**src/design/csric_pkg.sv**
```systemverilog
// Package with constants and types of the calibration, sync, reset and interrupt clear registers.
package csric_pkg;
	// Register indices; the byte address of each register is four times its index.
	localparam logic [13:0] IDX_TRANSFER  = 14'h0005;
	localparam logic [13:0] IDX_CAL_SYNC  = 14'h0A02;
	localparam logic [13:0] IDX_RESET_FN  = 14'h0A03;
	localparam logic [13:0] IDX_IRQ_CLEAR = 14'h0A04;
	localparam logic [13:0] IDX_STATUS    = 14'h0F00;
	localparam logic [13:0] IDX_IRQ_FLAGS = 14'h0F01;
	localparam logic [13:0] IDX_TUNING    = 14'h0F02;

	// Field positions in the calibration and sync control register.
	localparam int CS_CAL_BIT  = 0;
	localparam int CS_SYNC_BIT = 1;
	localparam logic [7:0] CS_MASK = 8'h03;

	// Field positions in the transfer register.
	localparam int TRANSFER_BIT = 0;

	// Field positions in the reset functions register.
	localparam int RF_WATCHDOG_BIT    = 0;
	localparam int RF_ALL_IRQ_BIT     = 1;
	localparam int RF_TW_HISTORY_BIT  = 2;
	localparam int RF_AUTO_SYNC_BIT   = 3;
	localparam int RF_PHASE_ACC_BIT   = 4;
	localparam int RF_COMB_FILTER_BIT = 5;
	localparam int RF_LOOP_FILTER_BIT = 6;
	localparam logic [7:0] RF_MASK = 8'h7F;

	// Field positions in the system clock interrupt clear byte and its flags.
	localparam int IRQ_CAL_START_BIT = 0;
	localparam int IRQ_CAL_DONE_BIT  = 1;
	localparam int IRQ_LOCKED_BIT    = 4;
	localparam int IRQ_UNLOCKED_BIT  = 5;
	localparam logic [7:0] IRQ_MASK = 8'h33;

	// Bus response codes.
	localparam logic [1:0] RESP_OKAY   = 2'h0;
	localparam logic [1:0] RESP_DECERR = 2'h3;

	// Calibration timing; the whole routine lasts this long.
	localparam int unsigned CLK_MHZ     = 50;
	localparam int unsigned CAL_TIME_US = 2000;
	localparam int unsigned CAL_CYCLES  = CAL_TIME_US * CLK_MHZ;
	localparam logic [3:0]  BAND_MAX    = 4'hF;
	localparam logic [2:0]  AMP_MAX     = 3'h7;

	// Calibration sequence states.
	typedef enum logic [1:0] {
		CAL_IDLE   = 2'b00,
		CAL_BAND   = 2'b01,
		CAL_AMP    = 2'b10,
		CAL_SETTLE = 2'b11
	} csric_cal_state_type;

	// Signals that the bus master drives.
	typedef struct packed {
		logic        awvalid;
		logic [15:0] awaddr;
		logic        wvalid;
		logic [31:0] wdata;
		logic [3:0]  wstrb;
		logic        bready;
		logic        arvalid;
		logic [15:0] araddr;
		logic        rready;
	} csric_axi_req_type;

	// Signals that the slave drives back.
	typedef struct packed {
		logic        awready;
		logic        wready;
		logic        bvalid;
		logic [1:0]  bresp;
		logic        arready;
		logic        rvalid;
		logic [31:0] rdata;
		logic [1:0]  rresp;
	} csric_axi_rsp_type;

	// All state of the register block.
	typedef struct packed {
		logic                aw_held;
		logic [15:0]         aw_addr;
		logic                w_held;
		logic [7:0]          w_data;
		logic                w_strb0;
		logic                bvalid;
		logic [1:0]          bresp;
		logic                rvalid;
		logic [7:0]          rdata;
		logic [1:0]          rresp;
		logic [1:0]          cs_buffer;
		logic [1:0]          cs_active;
		logic                dist_sync_pulse;
		logic [7:0]          rf_pulse;
		logic [7:0]          irq_flags;
		csric_cal_state_type cal_state;
		logic [31:0]         cal_count;
		logic [3:0]          vco_band;
		logic [2:0]          vco_amp;
		logic                cal_start_ev;
		logic                cal_done_ev;
		logic                lock_meta;
		logic                lock_sync;
		logic                lock_prev;
		logic [31:0]         wdog_count;
		logic                wdog_timeout;
	} csric_state_type;

	// Every field starts at zero, with the calibration sequence idle.
	localparam csric_state_type STATE_RESET = '0;
endpackage

```
**src/design/csric_regs.sv**
```systemverilog
// Calibration, distribution sync, reset function and interrupt clear registers on AXI4-Lite.
// Overview of operation
// - Sync bit high stalls distribution outputs.
// - Sync bit falling resynchronizes distribution outputs.
// - Committed calibrate rise starts enabled PLL calibration.
// - Calibration picks band and amplitude itself.
// - System clock halted while calibration runs.
// - Calibrate and sync bits reset to zero.
// - Reset bit 6 clears loop filter.
// - Reset bit 5 clears comb integrator filter.
// - Reset bit 4 zeroes phase accumulator.
// - Reset bit 3 resets automatic output sync.
// - Reset bit 2 reinitializes tuning word history.
// - Reset bit 1 clears all interrupt flags.
// - Watchdog reset restarts count, no timeout.
// - Reset function bits clear themselves.
// - Clear bit resets its interrupt flag.
// - Clear layout matches interrupt monitor layout.
// - Interrupt clear bits return to zero.
// - Clear bits 5,4,1,0: unlock, lock, done, start.
module csric_regs #(
	parameter int unsigned CAL_CYCLES = csric_pkg::CAL_CYCLES
) (
	// Clock and synchronous active low reset.
	input  wire logic                         clk,
	input  wire logic                         rst_n,
	// AXI4-Lite register bus.
	input  wire csric_pkg::csric_axi_req_type s_axi_req,
	output csric_pkg::csric_axi_rsp_type      s_axi_rsp,
	// System clock PLL interface.
	input  wire logic                         pll_enable,
	input  wire logic                         band_ok,
	input  wire logic                         amp_ok,
	input  wire logic                         pll_locked_pin,
	output logic                              system_clock_halt,
	output logic [3:0]                        vco_band,
	output logic [2:0]                        vco_amp,
	// Clock distribution control.
	output logic                              dist_stall,
	output logic                              dist_sync_pulse,
	// One cycle commands to the datapath.
	output logic                              clear_loop_filter,
	output logic                              clear_comb_integrator_filter,
	output logic                              clear_phase_accumulator,
	output logic                              reset_auto_sync,
	output logic                              reset_tuning_word_history,
	output logic                              clear_all_irqs,
	// Watchdog.
	input  wire logic [31:0]                  wdog_period,
	output logic                              watchdog_timeout,
	// System clock interrupt monitor flags.
	output logic [7:0]                        system_clock_irq_flags
);
	// Current and next state of the whole block.
	csric_pkg::csric_state_type s;
	csric_pkg::csric_state_type next_s;

	// Helper terms computed alongside the next state.
	logic       wr_fire;   // Both write halves are held and no response is pending.
	logic       wr_en;     // A write that carries the low byte lane.
	logic       rd_fire;   // A read address is taken this cycle.
	logic       commit;    // A transfer strobe is written this cycle.
	logic       cal_rise;  // The committed calibrate bit rises this cycle.
	logic       lock_rise; // The synchronised lock level rises.
	logic       lock_fall; // The synchronised lock level falls.
	logic [7:0] set_ev;    // Interrupt events arriving this cycle.
	logic [7:0] clr_ev;    // Interrupt clears requested this cycle.
	logic [7:0] rd_byte;   // Byte selected by the read address.

	// True when a byte address hits the given register index.
	function automatic logic is_reg(input logic [15:0] a, input logic [13:0] idx);
		return a == {idx, 2'b00};
	endfunction

	// True when a byte address hits any register of the block.
	function automatic logic is_mapped(input logic [15:0] a);
		return is_reg(a, csric_pkg::IDX_TRANSFER) || is_reg(a, csric_pkg::IDX_CAL_SYNC) ||
			is_reg(a, csric_pkg::IDX_RESET_FN) || is_reg(a, csric_pkg::IDX_IRQ_CLEAR) ||
			is_reg(a, csric_pkg::IDX_STATUS) || is_reg(a, csric_pkg::IDX_IRQ_FLAGS) ||
			is_reg(a, csric_pkg::IDX_TUNING);
	endfunction

	// Next state of the bus slave, the registers, calibration and watchdog.
	always_comb begin
		next_s = s;
		// One cycle pulses fall back to zero unless set below.
		next_s.dist_sync_pulse = 1'b0;
		next_s.rf_pulse = 8'h00;
		next_s.cal_start_ev = 1'b0;
		next_s.cal_done_ev = 1'b0;
		next_s.wdog_timeout = 1'b0;

		wr_fire = s.aw_held && s.w_held && !s.bvalid;
		wr_en = wr_fire && s.w_strb0;
		rd_fire = s_axi_req.arvalid && !s.rvalid;
		commit = wr_en && is_reg(s.aw_addr, csric_pkg::IDX_TRANSFER) &&
			s.w_data[csric_pkg::TRANSFER_BIT];
		cal_rise = commit && !s.cs_active[csric_pkg::CS_CAL_BIT] &&
			s.cs_buffer[csric_pkg::CS_CAL_BIT];
		lock_rise = s.lock_sync && !s.lock_prev;
		lock_fall = !s.lock_sync && s.lock_prev;

		// Write address and write data are taken in either order.
		if (s_axi_req.awvalid && !s.aw_held && !s.bvalid) begin
			next_s.aw_held = 1'b1;
			next_s.aw_addr = s_axi_req.awaddr;
		end
		if (s_axi_req.wvalid && !s.w_held && !s.bvalid) begin
			next_s.w_held = 1'b1;
			next_s.w_data = s_axi_req.wdata[7:0];
			next_s.w_strb0 = s_axi_req.wstrb[0];
		end
		// Once both halves are held the write acts and the response is raised.
		if (wr_fire) begin
			next_s.aw_held = 1'b0;
			next_s.w_held = 1'b0;
			next_s.bvalid = 1'b1;
			next_s.bresp = is_mapped(s.aw_addr) ? csric_pkg::RESP_OKAY : csric_pkg::RESP_DECERR;
		end
		if (s.bvalid && s_axi_req.bready) begin
			next_s.bvalid = 1'b0;
		end

		// Calibrate and sync bits are buffered until the transfer strobe.
		if (wr_en && is_reg(s.aw_addr, csric_pkg::IDX_CAL_SYNC)) begin
			next_s.cs_buffer = s.w_data[1:0];
		end
		if (commit) begin
			next_s.cs_active = s.cs_buffer;
			// A falling sync bit fires the resynchronization pulse.
			if (s.cs_active[csric_pkg::CS_SYNC_BIT] && !s.cs_buffer[csric_pkg::CS_SYNC_BIT]) begin
				next_s.dist_sync_pulse = 1'b1;
			end
		end

		// Reset function bits act once and are never stored.
		if (wr_en && is_reg(s.aw_addr, csric_pkg::IDX_RESET_FN)) begin
			next_s.rf_pulse = s.w_data & csric_pkg::RF_MASK;
		end

		// Interrupt flags: events set them, clear bits or a reset-all clear them.
		set_ev = 8'h00;
		set_ev[csric_pkg::IRQ_CAL_START_BIT] = s.cal_start_ev;
		set_ev[csric_pkg::IRQ_CAL_DONE_BIT] = s.cal_done_ev;
		set_ev[csric_pkg::IRQ_LOCKED_BIT] = lock_rise;
		set_ev[csric_pkg::IRQ_UNLOCKED_BIT] = lock_fall;
		clr_ev = 8'h00;
		if (wr_en && is_reg(s.aw_addr, csric_pkg::IDX_IRQ_CLEAR)) begin
			clr_ev = s.w_data & csric_pkg::IRQ_MASK;
		end
		if (s.rf_pulse[csric_pkg::RF_ALL_IRQ_BIT]) begin
			clr_ev = csric_pkg::IRQ_MASK;
		end
		// A set arriving with its clear wins, so no event is lost.
		next_s.irq_flags = (s.irq_flags & ~clr_ev) | set_ev;

		// Lock level from the analog PLL passes two flip-flops first.
		next_s.lock_meta = pll_locked_pin;
		next_s.lock_sync = s.lock_meta;
		next_s.lock_prev = s.lock_sync;

		// Calibration sequence: band search, amplitude search, then settle.
		unique case (s.cal_state)
			csric_pkg::CAL_IDLE: begin
				if (cal_rise && pll_enable) begin
					next_s.cal_state = csric_pkg::CAL_BAND;
					next_s.cal_count = 32'h0000_0000;
					next_s.vco_band = 4'h0;
					next_s.vco_amp = 3'h0;
					next_s.cal_start_ev = 1'b1;
				end
			end
			csric_pkg::CAL_BAND: begin
				next_s.cal_count = s.cal_count + 32'h0000_0001;
				// The first band that the comparator accepts is kept.
				if (band_ok || s.vco_band == csric_pkg::BAND_MAX) begin
					next_s.cal_state = csric_pkg::CAL_AMP;
				end else begin
					next_s.vco_band = s.vco_band + 4'h1;
				end
			end
			csric_pkg::CAL_AMP: begin
				next_s.cal_count = s.cal_count + 32'h0000_0001;
				// Amplitude rises until the level detector is satisfied.
				if (amp_ok || s.vco_amp == csric_pkg::AMP_MAX) begin
					next_s.cal_state = csric_pkg::CAL_SETTLE;
				end else begin
					next_s.vco_amp = s.vco_amp + 3'h1;
				end
			end
			csric_pkg::CAL_SETTLE: begin
				// The routine ends only after its full duration.
				if (s.cal_count >= 32'(CAL_CYCLES - 1)) begin
					next_s.cal_state = csric_pkg::CAL_IDLE;
					next_s.cal_done_ev = 1'b1;
				end else begin
					next_s.cal_count = s.cal_count + 32'h0000_0001;
				end
			end
		endcase

		// Watchdog: a reset request restarts without a timeout; period zero disables it.
		if (s.rf_pulse[csric_pkg::RF_WATCHDOG_BIT]) begin
			next_s.wdog_count = 32'h0000_0000;
		end else if (wdog_period != 32'h0000_0000) begin
			if (s.wdog_count >= wdog_period - 32'h0000_0001) begin
				next_s.wdog_timeout = 1'b1;
				next_s.wdog_count = 32'h0000_0000;
			end else begin
				next_s.wdog_count = s.wdog_count + 32'h0000_0001;
			end
		end

		// Read data; command and clear registers always read zero.
		rd_byte = 8'h00;
		if (is_reg(s_axi_req.araddr, csric_pkg::IDX_CAL_SYNC)) begin
			rd_byte = {6'h00, s.cs_buffer};
		end else if (is_reg(s_axi_req.araddr, csric_pkg::IDX_STATUS)) begin
			rd_byte = {5'h00, s.lock_sync, s.cs_active[csric_pkg::CS_SYNC_BIT],
				s.cal_state != csric_pkg::CAL_IDLE};
		end else if (is_reg(s_axi_req.araddr, csric_pkg::IDX_IRQ_FLAGS)) begin
			rd_byte = s.irq_flags;
		end else if (is_reg(s_axi_req.araddr, csric_pkg::IDX_TUNING)) begin
			rd_byte = {1'b0, s.vco_amp, s.vco_band};
		end
		if (s.rvalid && s_axi_req.rready) begin
			next_s.rvalid = 1'b0;
		end
		if (rd_fire) begin
			next_s.rvalid = 1'b1;
			next_s.rdata = rd_byte;
			next_s.rresp = is_mapped(s_axi_req.araddr) ? csric_pkg::RESP_OKAY :
				csric_pkg::RESP_DECERR;
		end
	end

	// State register with synchronous reset.
	always_ff @(posedge clk) begin
		if (!rst_n) begin
			s <= csric_pkg::STATE_RESET;
		end else begin
			s <= next_s;
		end
	end

	// Bus outputs: readies are combinational, data and responses come from flip-flops.
	assign s_axi_rsp.awready = !s.aw_held && !s.bvalid;
	assign s_axi_rsp.wready  = !s.w_held && !s.bvalid;
	assign s_axi_rsp.bvalid  = s.bvalid;
	assign s_axi_rsp.bresp   = s.bresp;
	assign s_axi_rsp.arready = !s.rvalid;
	assign s_axi_rsp.rvalid  = s.rvalid;
	assign s_axi_rsp.rdata   = {24'h00_0000, s.rdata};
	assign s_axi_rsp.rresp   = s.rresp;

	// Block outputs.
	assign system_clock_halt = s.cal_state != csric_pkg::CAL_IDLE;
	assign vco_band = s.vco_band;
	assign vco_amp = s.vco_amp;
	assign dist_stall = s.cs_active[csric_pkg::CS_SYNC_BIT];
	assign dist_sync_pulse = s.dist_sync_pulse;
	assign clear_loop_filter = s.rf_pulse[csric_pkg::RF_LOOP_FILTER_BIT];
	assign clear_comb_integrator_filter = s.rf_pulse[csric_pkg::RF_COMB_FILTER_BIT];
	assign clear_phase_accumulator = s.rf_pulse[csric_pkg::RF_PHASE_ACC_BIT];
	assign reset_auto_sync = s.rf_pulse[csric_pkg::RF_AUTO_SYNC_BIT];
	assign reset_tuning_word_history = s.rf_pulse[csric_pkg::RF_TW_HISTORY_BIT];
	assign clear_all_irqs = s.rf_pulse[csric_pkg::RF_ALL_IRQ_BIT];
	assign watchdog_timeout = s.wdog_timeout;
	assign system_clock_irq_flags = s.irq_flags;
endmodule

```
**config.mk**
```make
export PLATFORM = sky130hd
export DESIGN_NAME = csric_regs
export DESIGN_NICKNAME = d
export VERILOG_FILES = /design/src/design/csric_pkg.sv /design/src/design/csric_regs.sv
export SDC_FILE = /design/constraint.sdc
export NUM_CORES = 1
export LEC_CHECK = 0
export BUFFER_PORTS_ARGS = -buffer_cell sky130_fd_sc_hd__buf_2
export CORE_AREA = 2 2 203 125
export DETAILED_ROUTE_END_ITERATION = 10
export DIE_AREA = 0 0 205 127
export GPL_ROUTABILITY_DRIVEN = 1
export PLACE_DENSITY = 0.55
export SETUP_SLACK_MARGIN = 0.2
export SLEW_MARGIN = 20
export SYNTH_ARGS = -nofsm -noshare
export SYNTH_HDL_FRONTEND = slang
export SYNTH_SLANG_ARGS = --single-unit
```
**constraint.sdc**
```tcl
create_clock -name clk -period 3.6 [get_ports clk]
set_input_delay 0.18 -clock clk [delete_from_list [all_inputs] [get_ports clk]]
set_output_delay 0.18 -clock clk [all_outputs]
set_load 0.01 [all_outputs]
```
Word level (Yosys, flattened, before mapping):

Cells that the tools add are included.

* add/subtract/negate cells: 5
* $lt $le $gt $ge: 2
* equality and inequality tests: 26
* multiplexer cells: 24
* bitwise gates (word level): 5
* reductions and logical operators: 63

Operator list (number)
* $eq 16x14->1 const B: 12
* $pmux 34 s4: 1
* $add 32x1->32 const B: 2
* $mux 32: 2
* $mux 42: 1
* $eq 16x5->1 const B: 2
* $ge 32x17->1 const B: 1
* $ge 32x32->1: 1
* $mux 8: 4
* $reduce_bool 32->1: 1
* $sub 32x1->32 const B: 1
* $logic_and 1x1->1: 23
* $logic_or 1x1->1: 14
* $ne 2x2->1 const B: 7
* $mux 11: 1
* $mux 2: 5
* $reduce_and 2->1: 5
* $and 8x8->8: 1
* $logic_not 1->1: 8
* $not 8->8: 1
* $or 8x6->8: 1
* $pmux 4 s2: 1
* $reduce_bool 2->1: 4
* $mux 7: 1
* 17 further kinds: 25

* register bits after elaboration: 139
* input bits: 111

Longest topological paths before layout:

* word-level depth: 10
* mapped depth: 16
* gate-level depth less buffers: 15

Worst setup path before layout:

Ideal clock, no wire load.

* path kind: input-to-reg
* start: input port wdog_period[11]
* end: register s[12] in the netlist's numbering
* arrival time: 3417 ps
* path slack: 94 ps
* stages: 15
* buffers on the path: 2
* path through: or4_4 -> or3_1 -> buf_2 -> nor2_1 -> nand2_1 -> or4_1 -> a21boi_0 -> ha_1 -> and4_1 -> a221oi_1 -> nor3_1 -> nor3_1 -> a21oi_4 -> buf_6 -> nor4_2

* word-level cells in the longest chain between the ends: 3
* elaborated cells on any way between the ends: 4

Ends and longest elaborated chain
* start: declaration: line csric_regs.sv:49 `input wire logic [31:0] wdog_period,`
* $sub 32x1->32: line csric_regs.sv:206 `if (s.wdog_count >= wdog_period - 32'h0000_0001) begin`
* $ge 32x32->1: line csric_regs.sv:206
* $mux 32: line csric_regs.sv:206
* end signal: assignment: line csric_regs.sv:240 `s <= csric_pkg::STATE_RESET;`
* end signal: assignment: line csric_regs.sv:242 `s <= next_s;`
* end: declaration: line csric_regs.sv:55 `csric_pkg::csric_state_type s;`

Parallel ways exist; a longest one is shown, timed or not.
A chain may end at the register's enable or synchronous reset.

Worst setup path after layout:

* start: input port wdog_period[11]
* end: register s[3] in the netlist's numbering

Same word-level chain as after synthesis.

==> flow_metrics.env <==
export IMPL_status="completed"
export IMPL_clock_latency_ns=0.42
export IMPL_cts_buffers=17
export IMPL_period_minus_slack_ns=3.27
export IMPL_maxSlewViolCount=0
export IMPL_ant_nets=0
export IMPL_post_drt_wl_per_cell_um=15.2
export IMPL_grt_pass1_vias=6824
export IMPL_synthesis_area_mm2=0.00812
export IMPL_fmax_ghz=0.306
export IMPL_nFillCells=2443
export IMPL_seq_area_mm2=0.00264
export IMPL_clk_pin_slew_ns=0.05
export IMPL_areaGrowthSynthToFinish_pct=21.1
export IMPL_std_cell_rows=44
export IMPL_p_per_area_mw_per_mm2=391
export IMPL_yosysSeqAreaShare=0.325
export IMPL_grt_pass1_wl_um=35900
export IMPL_design_area_mm2=0.00983
export IMPL_clockBufferDepth=2
export IMPL_vdd_drop_max_mv=0.220
export IMPL_critPathLaunchType="input pin"
export IMPL_cap_viol_max_count=0
export IMPL_netlist_instances=990
export IMPL_dr_first_iter_drc_count=562
export IMPL_endpoint_kind="flip-flop"
export IMPL_final_cell_mix="131 x dfxtp_1, 119 x buf_2, 115 x nand2_1, 81 x a21oi_1, 62 x nor2_1"
export IMPL_dr_total_vias=7444
export IMPL_final_setup_viol_count=0
export IMPL_synth_seq_cells=132
export IMPL_track_usage=0.172
export IMPL_final_util=0.410
export IMPL_cts_htree_levels=4
export IMPL_final_layout_size_suffix_gt1_frac=0.229
export IMPL_diodes=0
export IMPL_arrival_ns=3.59
export IMPL_grt_max_degree=36
export IMPL_dr_pass1_iters=5
export IMPL_slew_headroom=0.317
export IMPL_drt_vias_per_instance=5.12
export IMPL_cp_slowest_stage_delay_ns=0.55
export IMPL_nNetsFinal=1276
export IMPL_worstPathCellList="buf_2, or4_4, or3_4, nor2_4, nand2_1, or4_1, a21boi_2, ha_1, and4_1, a221oi_2, nor3_1, nor3_2, a21oi_4, buf_12, nor4_1"
export IMPL_antenna_found_initial=0
export IMPL_gr_usage_met1=0.284
export IMPL_remaining_drc_errors=0
export IMPL_async_flop_share=0
export IMPL_ioPinCount=177
export IMPL_min_path_type="in2reg"
export IMPL_hold_start="s_axi_req[59]"
export IMPL_synth_distinct_cells=65
export IMPL_port_buffers=119
export IMPL_crit_path_start="wdog_period[11]"
export IMPL_grt_overflow_total=0
export IMPL_place_congestion=0.810
export IMPL_yosys_warnings=0
export IMPL_synth_avg_cell_area_um2=8.20
export IMPL_critPathKind="in2reg"
export IMPL_crit_fanout=23
export IMPL_layout_commonest_cell="dfxtp_1"
export IMPL_hold_ws_ns=0.0193
export IMPL_required_ns=3.91
export IMPL_coreArea_mm2=0.0240
export IMPL_finalCritPeriodShare=0.909
export IMPL_cts_sinks=132
export IMPL_cts_tree="built"
export IMPL_p_total_mw=3.84
export IMPL_synth_edf_count=0
export IMPL_met3_usage=0.0378
export IMPL_wirelength_um=22200
export IMPL_die_y_um=127
export IMPL_clockRootBuffer="clkbuf_16"
export IMPL_critPathSlowestCell="or4_4"
export IMPL_hold_violations=0
export IMPL_power_leakage_nw=3.69
export IMPL_multi_input_area_mm2=0.00496
export IMPL_fp_dieW_um=205
export IMPL_r2r_start="s[138]$_SDFFE_PN0P_"
export IMPL_rsz0062_at_grt="yes"
export IMPL_busiest_layer="met1"
export IMPL_finalClockSkew_ns=0.0115
export IMPL_tightest_slew_ns=1.02
export IMPL_grt_use_met2=0.217
export IMPL_start_util=0.338
export IMPL_dp_hpwl_um=16300
export IMPL_ys_flop_type="dfxtp_1"
export IMPL_die_area_mm2=0.0260
export IMPL_placed_area_mm2=0.00899
[metrics by stage]
stage,cells,setup slack [ns],setup TNS (ns)
after floorplan,1018,0.202,0
after global placement,1406,-0.127,-3.71
after detailed placement,1406,-0.218,-6.23
after CTS,1455,0.207,0
after global routing,1455,0.158,0
final,1455,0.327,0
[power breakdown]
part           switching, mW  total [mW]  internal (mW)
clock network          0.649        1.81           1.16
registers             0.0322        1.53           1.50
logic                  0.322       0.510          0.187
total                   1.00        3.84           2.84
[flip-flops by register name, summed over array words and instances, names as in the netlist]
| signal | flops |
|---|---|
| clear_comb_integrator_filter | 1 |
| clear_loop_filter | 1 |
| clear_phase_accumulator | 1 |
| clear_all_irqs | 1 |
| dist_stall | 1 |
| reset_tuning_word_history | 1 |
| system_clock_irq_flags | 4 |
| s | 99 |
| reset_auto_sync | 1 |
| s_axi_rsp | 11 |
| vco_band | 4 |
| vco_amp | 3 |
| watchdog_timeout | 1 |
| next_s | 2 |
| dist_sync_pulse | 1 |
[cell usage after synthesis, drive strengths merged (5+ instances only)]
| master | instances | area, um^2 |
|---|---|---|
| nor4 | 63 | 609 |
| a31oi | 14 | 87.6 |
| or2 | 5 | 31.3 |
| o21ai | 46 | 234 |
| a22oi | 8 | 60.1 |
| inv | 19 | 71.3 |
| nand3 | 41 | 210 |
| nand2b | 5 | 31.3 |
| nor3 | 34 | 175 |
| and4 | 8 | 70.1 |
| o211ai | 8 | 60.1 |
| nor2 | 63 | 236 |
| or4 | 20 | 154 |
| nand3b | 5 | 37.5 |
| clkbuf | 37 | 139 |
| and2 | 20 | 125 |
| xnor2 | 52 | 455 |
| dfxtp | 132 | 2640 |
| a21oi | 82 | 422 |
| xor2 | 8 | 70.1 |
| buf | 63 | 480 |
| nand4 | 15 | 93.8 |
| nand2 | 115 | 432 |
| or3 | 18 | 113 |
| o41ai | 5 | 43.8 |
| nor2b | 5 | 31.3 |
| and3 | 9 | 56.3 |
| ha | 44 | 551 |
| mux2i | 6 | 60.1 |
[layout make-up]
cell class	count	area share
clock buffer	22	0.0492
clock inverter	9	0.0129
inverter	19	0.00738
multi-input combinational	767	0.504
sequential	132	0.269
tap	322	0.0410
timing repair buffer	184	0.116
[final timing paths]
kind	endpoint	slack, ns	depth (start not counted)
worst max-delay path	s[3]$_SDFFE_PP0N_	0.33	15
worst max register to register	system_clock_irq_flags[5]$_SDFF_PN0_	0.74	6
worst min-delay path	s[127]$_SDFFE_PN0P_	0.02	3
worst min register to register	system_clock_irq_flags[4]$_SDFF_PN0_	0.43	1
[worst max-delay path: cells and delay by family]
family,cells,cell delay (ns)
AO/OA/AOI/OAI,3,0.53
adder cells (fa/ha/maj),1,0.26
buffers and inverters,2,0.29
AND/OR/NAND/NOR,9,2.30
[metal layers]
| metal | vias to the layer above | part of all wire |
|---|---|---|
| met5 | - | 0 |
| met4 | 0 | 0.0061 |
| met3 | 8 | 0.054 |
| met2 | 162 | 0.37 |
| met1 | 3494 | 0.57 |
| li1 | 3780 | - |
[cell families (layout without fill, tap and decap cells)]
logic type	after synthesis	in the layout	share of synthesized area
flip-flops	132	132	0.325
AND/OR/NAND/NOR	442	442	0.315
multiplexers	6	6	0.00740
AO/OA/AOI/OAI	186	186	0.134
other	1	29	0.000462
XOR/XNOR	60	60	0.0647
buffers and inverters	119	234	0.0851
adder cells (fa/ha/maj)	44	44	0.0678
[what timing repair did]
action                                  in CTS  in global routing
resized for setup                            0                  9
hold buffers                                18                  0
endpoints found under the hold margin       18                  0
endpoints found under the setup margin       0                 33
setup buffers                                0                  0
(Power assumes the default switching activity.)
